## src/common/bmcu_pkg.sv

```systemverilog
// shared constants for the master control/status upper half
package bmcu_pkg;
    // field positions within master_control_status
    localparam int NV_ENABLE_READY_BIT = 31;
    localparam int NV_OP_SELECT_HI     = 30;
    localparam int NV_OP_SELECT_LO     = 29;
    localparam int MBOX_RESET_BIT      = 27;
    localparam int OUT_FIFO_RESET_BIT  = 26;
    localparam int IN_FIFO_RESET_BIT   = 25;
    localparam int ADDON_RESET_BIT     = 24;
    localparam int NV_PORT_MSB         = 23;
    localparam int NV_PORT_LSB         = 16;
    localparam int RD_MRM_BIT          = 15;
    localparam int RD_ENABLE_BIT       = 14;
    localparam int RD_FIFO_MGMT_BIT    = 13;
    // register placement and reset
    localparam logic [7:0]  MCS_OFFSET    = 8'h3C;
    localparam logic [31:0] MCS_RESET_VAL = 32'h000000E6;
    // nv access codes on the op select pair
    localparam logic [1:0] NV_OP_LOAD_LO = 2'h0;
    localparam logic [1:0] NV_OP_LOAD_HI = 2'h1;
    localparam logic [1:0] NV_OP_WRITE   = 2'h2;
    localparam logic [1:0] NV_OP_READ    = 2'h3;
    // inbound vacancy threshold for managed requests
    localparam int RD_VACANCY_THRESH = 4;
    // nv engine states, gray along idle -> access -> release
    typedef enum logic [1:0]
    {
        BMCU_NV_IDLE    = 2'b00,
        BMCU_NV_ACCESS  = 2'b01,
        BMCU_NV_RELEASE = 2'b11
    } bmcu_nv_state_t;
endpackage : bmcu_pkg

```

## src/common/bmcu_nv_if.sv

```systemverilog
// carrier between the register bank and the nv access engine
`timescale 1ns/1ps
interface bmcu_nv_if;
    logic        start;    // one-cycle pulse, begin an access
    logic        is_read;  // access kind, valid with start
    logic [15:0] addr;     // byte address
    logic [7:0]  wdata;    // byte to write
    logic        busy;     // engine occupied
    logic        done;     // one-cycle pulse, access finished
    logic [7:0]  rdata;    // fetched byte, valid with done
    modport ctrl (output start, is_read, addr, wdata, input busy, done, rdata);
    modport eng  (input start, is_read, addr, wdata, output busy, done, rdata);
endinterface : bmcu_nv_if

```

## src/core/bmcu_nv_engine.sv

```systemverilog
// byte-serial engine toward the external nonvolatile memory
`timescale 1ns/1ps
module bmcu_nv_engine
    import bmcu_pkg::*;
(
    // clock and reset
    input  wire logic        sys_clk_i,
    input  wire logic        reset_n_i,
    // register side
    bmcu_nv_if.eng           nv,
    // memory pins
    output logic      [15:0] nv_addr_o,
    output logic      [7:0]  nv_wdata_o,
    output logic             nv_wr_o,
    output logic             nv_rd_o,
    input  wire logic [7:0]  nv_rdata_i,
    input  wire logic        nv_ack_i
);
    bmcu_nv_state_t state_reg;
    logic [2:0]     ack_sync_reg;
    logic           ack_reg;
    logic [7:0]     rdata_reg;
    logic           done_reg;

    // three-stage sync; the level moves only when stages two and three agree
    always_ff @(posedge sys_clk_i or negedge reset_n_i)
    begin
        if (!reset_n_i)
        begin
            ack_sync_reg <= 3'h0;
            ack_reg      <= 1'b0;
        end
        else
        begin
            ack_sync_reg <= {ack_sync_reg[1:0], nv_ack_i};
            if (ack_sync_reg[1] == ack_sync_reg[2])
                ack_reg <= ack_sync_reg[2];
        end
    end

    // full four-phase handshake: strobe held until ack, then wait ack low
    always_ff @(posedge sys_clk_i or negedge reset_n_i)
    begin
        if (!reset_n_i)
        begin
            state_reg  <= BMCU_NV_IDLE;
            nv_addr_o  <= 16'h0000;
            nv_wdata_o <= 8'h00;
            nv_wr_o    <= 1'b0;
            nv_rd_o    <= 1'b0;
            rdata_reg  <= 8'h00;
            done_reg   <= 1'b0;
        end
        else
        begin
            done_reg <= 1'b0;
            unique case (state_reg)
                BMCU_NV_IDLE:
                begin
                    if (nv.start)
                    begin
                        nv_addr_o  <= nv.addr;
                        nv_wdata_o <= nv.wdata;
                        nv_wr_o    <= ~nv.is_read;
                        nv_rd_o    <= nv.is_read;
                        state_reg  <= BMCU_NV_ACCESS;
                    end
                end
                BMCU_NV_ACCESS:
                begin
                    if (ack_reg)
                    begin
                        if (nv_rd_o)
                            rdata_reg <= nv_rdata_i;
                        nv_wr_o   <= 1'b0;
                        nv_rd_o   <= 1'b0;
                        state_reg <= BMCU_NV_RELEASE;
                    end
                end
                BMCU_NV_RELEASE:
                begin
                    if (!ack_reg)
                    begin
                        done_reg  <= 1'b1;
                        state_reg <= BMCU_NV_IDLE;
                    end
                end
                default:
                    state_reg <= BMCU_NV_IDLE;
            endcase
        end
    end

    // busy rises the cycle after start and covers the done cycle, so ready never shows before the port byte is loaded
    assign nv.busy  = (state_reg != BMCU_NV_IDLE) || done_reg;
    assign nv.done  = done_reg;
    assign nv.rdata = rdata_reg;
endmodule : bmcu_nv_engine

```

## src/core/bmcu_ctrl.sv

```systemverilog
// master control/status upper half: nv port, reset pulses, read bus-master controls
// Behaviour
// - the 8-bit port field is taken as low address, high address or data per the two op select bits.
// - after a begin-read access the fetched nv byte appears in the port field.
// - the top bit starts an access when written one and reads one while busy; software waits for zero.
// - writing one to the mailbox reset bit empties every mailbox flag.
// - the three reset bits are write-only one-cycle pulses that read back zero.
// - the outbound reset sets empty and clears full and four-plus-words.
// - the inbound reset sets empty, clears full and sets four-plus-spaces.
// - the add-on reset bit drives the reset pin until zero is written and reads back.
// - with the read-multiple bit set, master reads use the memory read multiple command.
// - master read transfers run only while the read enable bit is one.
// - clearing read enable suspends a nonzero count without discarding it.
// - with read fifo management set, no read request until four inbound words are vacant.
// - the four-vacancy threshold is void once granted or owning the bus through the write channel.
// - with read fifo management clear, request whenever one inbound word is vacant.
`timescale 1ns/1ps
module bmcu_ctrl
    import bmcu_pkg::*;
#(
    parameter int VAC_W = 4
)
(
    // clock and reset
    input  wire logic             sys_clk_i,
    input  wire logic             reset_n_i,
    // register port
    input  wire logic             reg_wr_i,
    input  wire logic [31:0]      reg_wdata_i,
    output logic      [31:0]      reg_rdata_o,
    // fifo and mailbox flag control
    output logic                  mbox_flags_empty_o,
    output logic                  out_fifo_flag_reset_o,
    output logic                  out_fifo_empty_set_o,
    output logic                  out_fifo_full_clr_o,
    output logic                  out_fifo_four_clr_o,
    output logic                  in_fifo_flag_reset_o,
    output logic                  in_fifo_empty_set_o,
    output logic                  in_fifo_full_clr_o,
    output logic                  in_fifo_four_set_o,
    // add-on reset pin
    output logic                  addon_reset_o,
    // read bus-master channel
    input  wire logic             rd_count_zero_i,
    input  wire logic [VAC_W-1:0] in_fifo_vacant_i,
    input  wire logic             bus_granted_i,
    input  wire logic             bus_owned_write_i,
    output logic                  rd_xfer_run_o,
    output logic                  rd_bus_req_o,
    output logic                  rd_cmd_mrm_o,
    // nonvolatile memory pins
    output logic      [15:0]      nv_addr_o,
    output logic      [7:0]       nv_wdata_o,
    output logic                  nv_wr_o,
    output logic                  nv_rd_o,
    input  wire logic [7:0]       nv_rdata_i,
    input  wire logic             nv_ack_i
);
    bmcu_nv_if nv ();

    logic [7:0] nv_addr_lo_reg;
    logic [7:0] nv_addr_hi_reg;
    logic [7:0] nv_port_reg;
    logic       mbox_pulse_reg;
    logic       out_pulse_reg;
    logic       in_pulse_reg;
    logic       addon_rst_reg;
    logic       rd_mrm_reg;
    logic       rd_en_reg;
    logic       rd_mgmt_reg;
    logic       rd_access_reg;
    logic       nv_cmd;
    logic [1:0] nv_op;
    logic       vac_one;
    logic       vac_four;

    // decode of one field bit on a register write
    function automatic logic wr_bit(input logic wr, input logic [31:0] d, input int pos);
        wr_bit = wr && d[pos];
    endfunction : wr_bit

    // nv command only counts while the engine is ready; a write during busy is dropped
    assign nv_cmd = wr_bit(reg_wr_i, reg_wdata_i, NV_ENABLE_READY_BIT) && !nv.busy;
    assign nv_op  = {reg_wdata_i[NV_OP_SELECT_HI], reg_wdata_i[NV_OP_SELECT_LO]};

    // address bytes and port byte; a finished read overwrites the port byte
    always_ff @(posedge sys_clk_i or negedge reset_n_i)
    begin
        if (!reset_n_i)
        begin
            nv_addr_lo_reg <= 8'h00;
            nv_addr_hi_reg <= 8'h00;
            nv_port_reg    <= 8'h00;
        end
        else if (nv.done && rd_access_reg)
        begin
            nv_port_reg <= nv.rdata;
        end
        else if (nv_cmd)
        begin
            unique case (nv_op)
                NV_OP_LOAD_LO: nv_addr_lo_reg <= reg_wdata_i[NV_PORT_MSB:NV_PORT_LSB];
                NV_OP_LOAD_HI: nv_addr_hi_reg <= reg_wdata_i[NV_PORT_MSB:NV_PORT_LSB];
                NV_OP_WRITE:   nv_port_reg    <= reg_wdata_i[NV_PORT_MSB:NV_PORT_LSB];
                NV_OP_READ:    nv_port_reg    <= nv_port_reg;
            endcase
        end
    end

    // access kind latched at start so the finish knows whether to load the port
    always_ff @(posedge sys_clk_i or negedge reset_n_i)
    begin
        if (!reset_n_i)
            rd_access_reg <= 1'b0;
        else if (nv.start)
            rd_access_reg <= nv.is_read;
    end

    // begin codes 110 and 111 hand the access to the engine
    assign nv.start   = nv_cmd && nv_op[1];
    assign nv.is_read = (nv_op == NV_OP_READ);
    assign nv.addr    = {nv_addr_hi_reg, nv_addr_lo_reg};
    assign nv.wdata   = (nv_op == NV_OP_WRITE) ? reg_wdata_i[NV_PORT_MSB:NV_PORT_LSB] : nv_port_reg;

    bmcu_nv_engine u_nv_engine
    (
        .sys_clk_i  (sys_clk_i),
        .reset_n_i  (reset_n_i),
        .nv         (nv),
        .nv_addr_o  (nv_addr_o),
        .nv_wdata_o (nv_wdata_o),
        .nv_wr_o    (nv_wr_o),
        .nv_rd_o    (nv_rd_o),
        .nv_rdata_i (nv_rdata_i),
        .nv_ack_i   (nv_ack_i)
    );

    // self-clearing reset pulses, one cycle after the write
    always_ff @(posedge sys_clk_i or negedge reset_n_i)
    begin
        if (!reset_n_i)
        begin
            mbox_pulse_reg <= 1'b0;
            out_pulse_reg  <= 1'b0;
            in_pulse_reg   <= 1'b0;
        end
        else
        begin
            mbox_pulse_reg <= wr_bit(reg_wr_i, reg_wdata_i, MBOX_RESET_BIT);
            out_pulse_reg  <= wr_bit(reg_wr_i, reg_wdata_i, OUT_FIFO_RESET_BIT);
            in_pulse_reg   <= wr_bit(reg_wr_i, reg_wdata_i, IN_FIFO_RESET_BIT);
        end
    end

    // flag presets carried by each pulse
    assign mbox_flags_empty_o    = mbox_pulse_reg;
    assign out_fifo_flag_reset_o = out_pulse_reg;
    assign out_fifo_empty_set_o  = out_pulse_reg;
    assign out_fifo_full_clr_o   = out_pulse_reg;
    assign out_fifo_four_clr_o   = out_pulse_reg;
    assign in_fifo_flag_reset_o  = in_pulse_reg;
    assign in_fifo_empty_set_o   = in_pulse_reg;
    assign in_fifo_full_clr_o    = in_pulse_reg;
    assign in_fifo_four_set_o    = in_pulse_reg;

    // plain read/write control bits
    always_ff @(posedge sys_clk_i or negedge reset_n_i)
    begin
        if (!reset_n_i)
        begin
            addon_rst_reg <= MCS_RESET_VAL[ADDON_RESET_BIT];
            rd_mrm_reg    <= MCS_RESET_VAL[RD_MRM_BIT];
            rd_en_reg     <= MCS_RESET_VAL[RD_ENABLE_BIT];
            rd_mgmt_reg   <= MCS_RESET_VAL[RD_FIFO_MGMT_BIT];
        end
        else if (reg_wr_i)
        begin
            addon_rst_reg <= reg_wdata_i[ADDON_RESET_BIT];
            rd_mrm_reg    <= reg_wdata_i[RD_MRM_BIT];
            rd_en_reg     <= reg_wdata_i[RD_ENABLE_BIT];
            rd_mgmt_reg   <= reg_wdata_i[RD_FIFO_MGMT_BIT];
        end
    end

    assign addon_reset_o = addon_rst_reg;
    assign rd_cmd_mrm_o  = rd_mrm_reg;

    // the count lives outside; gating here only pauses it, so nothing is lost
    assign rd_xfer_run_o = rd_en_reg && !rd_count_zero_i;
    assign vac_one       = (in_fifo_vacant_i != '0);
    assign vac_four      = (in_fifo_vacant_i >= VAC_W'(RD_VACANCY_THRESH));
    // threshold waived while the bus is already ours; a grant still never requests into a full fifo
    assign rd_bus_req_o  = rd_xfer_run_o && vac_one &&
                           (!rd_mgmt_reg || vac_four || bus_granted_i || bus_owned_write_i);

    // readback; pulse bits and excluded lower bits read zero
    always_comb
    begin
        reg_rdata_o                             = 32'h00000000;
        reg_rdata_o[NV_ENABLE_READY_BIT]        = nv.busy;
        reg_rdata_o[ADDON_RESET_BIT]            = addon_rst_reg;
        reg_rdata_o[NV_PORT_MSB:NV_PORT_LSB]    = nv_port_reg;
        reg_rdata_o[RD_MRM_BIT]                 = rd_mrm_reg;
        reg_rdata_o[RD_ENABLE_BIT]              = rd_en_reg;
        reg_rdata_o[RD_FIFO_MGMT_BIT]           = rd_mgmt_reg;
    end
endmodule : bmcu_ctrl

```

## config.mk

```make
export PLATFORM = sky130hd
export DESIGN_NAME = bmcu_ctrl
export DESIGN_NICKNAME = d
export VERILOG_FILES = /design/src/common/bmcu_pkg.sv /design/src/common/bmcu_nv_if.sv /design/src/core/bmcu_nv_engine.sv /design/src/core/bmcu_ctrl.sv
export SDC_FILE = /design/constraint.sdc
export NUM_CORES = 1
export LEC_CHECK = 0
export BUFFER_PORTS_ARGS = -buffer_cell sky130_fd_sc_hd__buf_4
export CELL_PAD_IN_SITES_DETAIL_PLACEMENT = 0
export CELL_PAD_IN_SITES_GLOBAL_PLACEMENT = 1
export CORE_MARGIN = 2
export CORE_UTILIZATION = 41
export CTS_CLUSTER_SIZE = 40
export DETAILED_ROUTE_END_ITERATION = 6
export PLACE_DENSITY = 0.84
export SLEW_MARGIN = 30
export SYNTH_ARGS = -nofsm -noshare
export SYNTH_HDL_FRONTEND = slang
export SYNTH_SLANG_ARGS = --single-unit
export TNS_END_PERCENT = 100
```

## constraint.sdc

```tcl
create_clock -name sys_clk_i -period 4.65 [get_ports sys_clk_i]
set_input_delay 0.2325 -clock sys_clk_i [delete_from_list [all_inputs] [get_ports sys_clk_i]]
set_output_delay 0.2325 -clock sys_clk_i [all_outputs]
set_load 0.1 [all_outputs]
```

# Yosys cells after proc, flatten, opt, wreduce, memory -nomap -nowiden
# Cells that the tools add are included.
# W data, S select, Z words.
# word_totals
register_bits	73
# classes
order_cmp	1
n_eq_ne	9
n_mux	14
bitwise	2
n_reduce_logical	29
# op_table
operator	count
$mux W8	3
$reduce_and A3 Y1	5
$logic_and A1 B1 Y1	10
$eq A2 B2 Y1 const B	3
$mux W2	3
$pmux W2 S3	1
$reduce_bool A2 Y1	3
$mux W1	5
$eq A2 B1 Y1 const B	2
$ge A4 B3 Y1 const B	1
$logic_not A2 Y1	2
$logic_or A1 B1 Y1	4
$ne A2 B2 Y1 const B	2
$pmux W1 S2	2
$reduce_bool A4 Y1	1
$logic_not A1 Y1	3
$ne A2 B1 Y1 const B	1
$not A1 Y1	2
$reduce_and A2 Y1	1
$eq A1 B1 Y1	1

# Logic depth before layout (Yosys ltp)
# logic_depth
depth_word	7
mapped_depth	5
ltp_nobuf	4

# Modules after synthesis
# Synthesis repeated with hierarchy kept, for this count alone.
# hier_totals
hier_cells	259
hier_area_um2	3286.9
# by_module_without_submodules
module	instances	cells_each	area_each_um2	seq_area_each_um2
bmcu_ctrl	1	164	1711.6	800.8
bmcu_nv_engine	1	95	1575.3	1026.0

# Worst setup path before layout
# OpenSTA, ideal clock, no wires.
# synth_timing
path_kind	register -> output
startpoint	register rd_en_reg
endpoint	output rd_bus_req_o
t_arrival_ns	2.710
t_required_ns	4.418
setup_slack_ns	1.707
stages_incl_launch_ff	3
n_path_buf	0
cell_sequence	dfrtp_1 nor2b_1 o31a_1
# synth_via
elab_chain_cells	3
# synth_lines
element	line_no	source
start, declared	bmcu_ctrl.sv:69	logic rd_en_reg;
start signal, assigned	bmcu_ctrl.sv:173	rd_en_reg <= MCS_RESET_VAL[RD_ENABLE_BIT];
start signal, assigned	bmcu_ctrl.sv:180	rd_en_reg <= reg_wdata_i[RD_ENABLE_BIT];
$logic_and A1 B1 Y1	bmcu_ctrl.sv:189	assign rd_xfer_run_o = rd_en_reg && !rd_count_zero_i;
net rd_xfer_run_o	bmcu_ctrl.sv:48	output logic rd_xfer_run_o,
$logic_and A1 B1 Y1 (2 in series)	bmcu_ctrl.sv:193	assign rd_bus_req_o = rd_xfer_run_o && vac_one &&
end, declared	bmcu_ctrl.sv:49	output logic rd_bus_req_o,
# The timed path passes the listed nets, and every way through them passes these cells.

# Worst setup path after layout
# layout_timing
startpoint	register u_nv_engine.done_reg, in the netlist u_nv_engine.nv.done
endpoint	register u_nv_engine.nv_addr_o[14]
# layout_via
elab_chain_cells	5
# layout_lines
element	line_no	source
start, declared	bmcu_nv_engine.sv:23	logic done_reg;
start signal, assigned	bmcu_nv_engine.sv:52	done_reg <= 1'b0;
start signal, assigned	bmcu_nv_engine.sv:56	done_reg <= 1'b0;
start signal, assigned	bmcu_nv_engine.sv:84	done_reg <= 1'b1;
$logic_or A1 B1 Y1	bmcu_nv_engine.sv:95	assign nv.busy = (state_reg != BMCU_NV_IDLE) || done_reg;
$logic_not A1 Y1	bmcu_ctrl.sv:83	assign nv_cmd = wr_bit(reg_wr_i, reg_wdata_i, NV_ENABLE_READY_BIT) && !nv.busy;
$logic_and A1 B1 Y1	bmcu_ctrl.sv:83	
$logic_and A1 B1 Y1	bmcu_ctrl.sv:120	assign nv.start = nv_cmd && nv_op[1];
$reduce_and A2 Y1 (no line)	-	
end signal, assigned	bmcu_nv_engine.sv:62	nv_addr_o <= nv.addr;
end, declared	bmcu_nv_engine.sv:12	output logic [15:0] nv_addr_o,
# No other way between the ends.
# A chain may end at the register's enable or synchronous reset.

==> qor.yml <==
antenna_cells: 0
crit_buf_inv: 2
finalHoldViolCount: 0
numCtsBuffers: 9
vias: 1957
final_cell_area_sq_mm: 0.00400
r2r-end: "u_nv_engine.nv_addr_o[14]"
max-cap-violations: 0
fillers: 662
setup.worst_path.end: "u_nv_engine.nv_addr_o[14]"
largest_register_ffs: 16
seq_area_frac_synth_pct: 57.4
cp.depth: 5
synthFlopType: "dfrtp_1"
drive_gt1_share_pct: 53.2
ys_ff_latch: 73
cts_tree: "yes"
slew_viol_final: 0
place_congestion: 0.755
cts_setup_buffers: 0
place_inst: 402
synth.area.top_cells: "dfrtp_1 57%, mux2_2 19%, buf_4 7.1%"
worstSetupPathType: "flop to flop"
critPathLaunch: "u_nv_engine.nv.done"
avgSynthCellArea_sq_um: 14.0
cp_slowest_stage_delay_ps: 480
cts-root-buf: "clkbuf_8"
cp_data_arrival_time_ps: 2500
crit_chain: "nor3_4 > inv_4 > nor2_2 > buf_4 > mux2_2"
setup_viol: 0
place_area_sq_mm: 0.00379
worstSkewPairLatency_ps: 330
slowest_stage: "nor2_2"
cts_num_sinks: 73
worst-slew-pin-transition_ps: 760
hold_class: "input pin to flop"
wl_met3_microns: 315
multi_input_comb_area_sq_mm: 0.00115
core_sq_mm: 0.00761
async_reset_ff_share_pct: 100
drt_iter0_drc: 59
grt_pass1_vias: 1942
status: "finished, final reports clean"
grt-ovfl-total: 0
yosysTopAreaCell: "dfrtp_1"
via_per_inst: 4.68
syn_inst: 228
dp_hpwl_microns: 4490
fin_nets: 364
cts.clk_slew.worst_paths_ps: 70
dieArea_sq_mm: 0.00848
num_rows: 32
io_buffers: 88
antenna_found_initial: 0
grt_setup_unrepaired: "no"
synth_top_area_share_pct: 57.4
htree_num_levels: 3
top_layer: "met4"
routedWlPerCell_microns: 15.0
r2r_start: "u_nv_engine.nv.done"
skew_ps: 8.79
largest_register: "u_nv_engine.nv_addr_o"
drtPass1Iterations: 4
syn-cell-area_sq_mm: 0.00318
reg2reg_depth: 5
yosysMostFrequentCell: "dfrtp_1"
max_clock_freq_mhz: 437
fin_crit_sh_pct: 49.2
period_needed_ps: 2290
initial_core_util_pct: 41.8
die_width_microns: 92.1
max_slew_margin_pct: 49.2
met1Wirelength_microns: 2830
detail-route-antenna-nets: 0
ff_latch_area_sq_mm: 0.00183
cp_max_fo: 19
path_delay_family: "simple AND/OR/NAND/NOR gates"
r2r_slack_ps: 2360
synth_common_cells: "73 x dfrtp_1, 54 x mux2_2, 30 x buf_4"
synth.distinct_cells: 33
routed_wl_microns: 6260
grt_max_degree: 74
clockBufferDepth: 2
end_kind: "flop"
tns_ps: 0
startpoint_type: "flop"
grt_pass1_wl_microns: 10100
dr_wl_met2_microns: 3010
grt_use_total_pct: 15.5
io_pins: 122
die_y_microns: 92.1
synth-edff-count: 0
drc: 0
cp.required_ps: 4860
instances_no_fill: 418
synth_warnings: 0
area.growth.synth_to_final_pct: 25.7
==> layer usage <==
metal	up-vias	GRT usage [%]
met4	0	7.34
met3	10	3.86
met2	58	23.1
met1	967	21.4
li1	922	-
met5	-	0
==> worst reg2reg max path: stages (launching register included) <==
cell     delay, ps
dfrtp_1        450
nor3_4         350
inv_4          120
nor2_2         480
buf_4          390
mux2_2         380
==> worst min-delay path by stage <==
stage	end	startpoint	depth (start not counted)	slack, ps
3_3_place_gp	u_nv_engine.ack_sync_reg[1]	u_nv_engine.ack_sync_reg[0]	0	340
4_1_cts	u_nv_engine.nv_addr_o[9]	reset_n_i	1	40
5_1_grt	in_fifo_empty_set_o	reg_wdata_i[25]	2	100
2_1_floorplan	addon_reset_o	reset_n_i	0	-60
6_report	out_fifo_empty_set_o	reg_wdata_i[26]	2	110
3_5_place_dp	u_nv_engine.ack_sync_reg[0]	nv_ack_i	1	340
==> cell type report <==
| cell class | count | share of cell area [%] |
|---|---|---|
| inverter | 4 | 0.438 |
| sequential | 73 | 45.7 |
| multi-input combinational | 134 | 28.8 |
| timing repair buffer | 91 | 17.3 |
| clock inverter | 3 | 1.06 |
| clock buffer | 11 | 3.53 |
| tap | 102 | 3.19 |
==> cell families after synthesis <==
family	Yosys count	share of synthesized area, %
adders and majority gates	1	0.314
other	1	0.118
DFF	73	57.4
buffers and inverters	39	8.53
AOI/OAI and AO/OA	17	3.85
and+or+nand+nor	35	6.92
muxes	62	22.9
==> stage by stage <==
| step | setup WS (ps) | utilization [%] | hold WS [ps] |
|---|---|---|---|
| final | 2360 | 52.6 | 107 |
| after global routing | 2240 | 52.6 | 102 |
| after CTS | 2360 | 52.4 | 44.9 |
| after detailed placement | 2370 | 49.9 | 343 |
| after global placement | 2390 | 49.9 | 335 |
| after floorplan | 1710 | - | -63.1 |
==> timing repair <==
| action | 4_1_cts | 5_1_grt |
|---|---|---|
| resized for setup | 0 | 0 |
| hold buffers | 1 | 1 |
| hold endpoints to repair | 1 | 73 |
==> cell usage in the layout, fill, tap and decap left out, types with 2 or more instances in the layout <==
cell           netlist  routed
and3_1               4       4
inv_1                3       3
nor2b_1              3       3
mux2_4               8       8
buf_4               30      88
o21ai_0              4       4
mux2_2              54      54
clkbuf_8             0      10
conb_1               1      19
dlygate4sd3_1        0       2
a31oi_1              4       4
a221o_1              4       4
nand2_1              3       3
and2_1               4       4
nor2_1               8       8
dfrtp_1             73      73
nand3_1              5       5
Power is not shown: default switching activity piles up to over one toggle a cycle in this logic, so the estimate is an artifact.
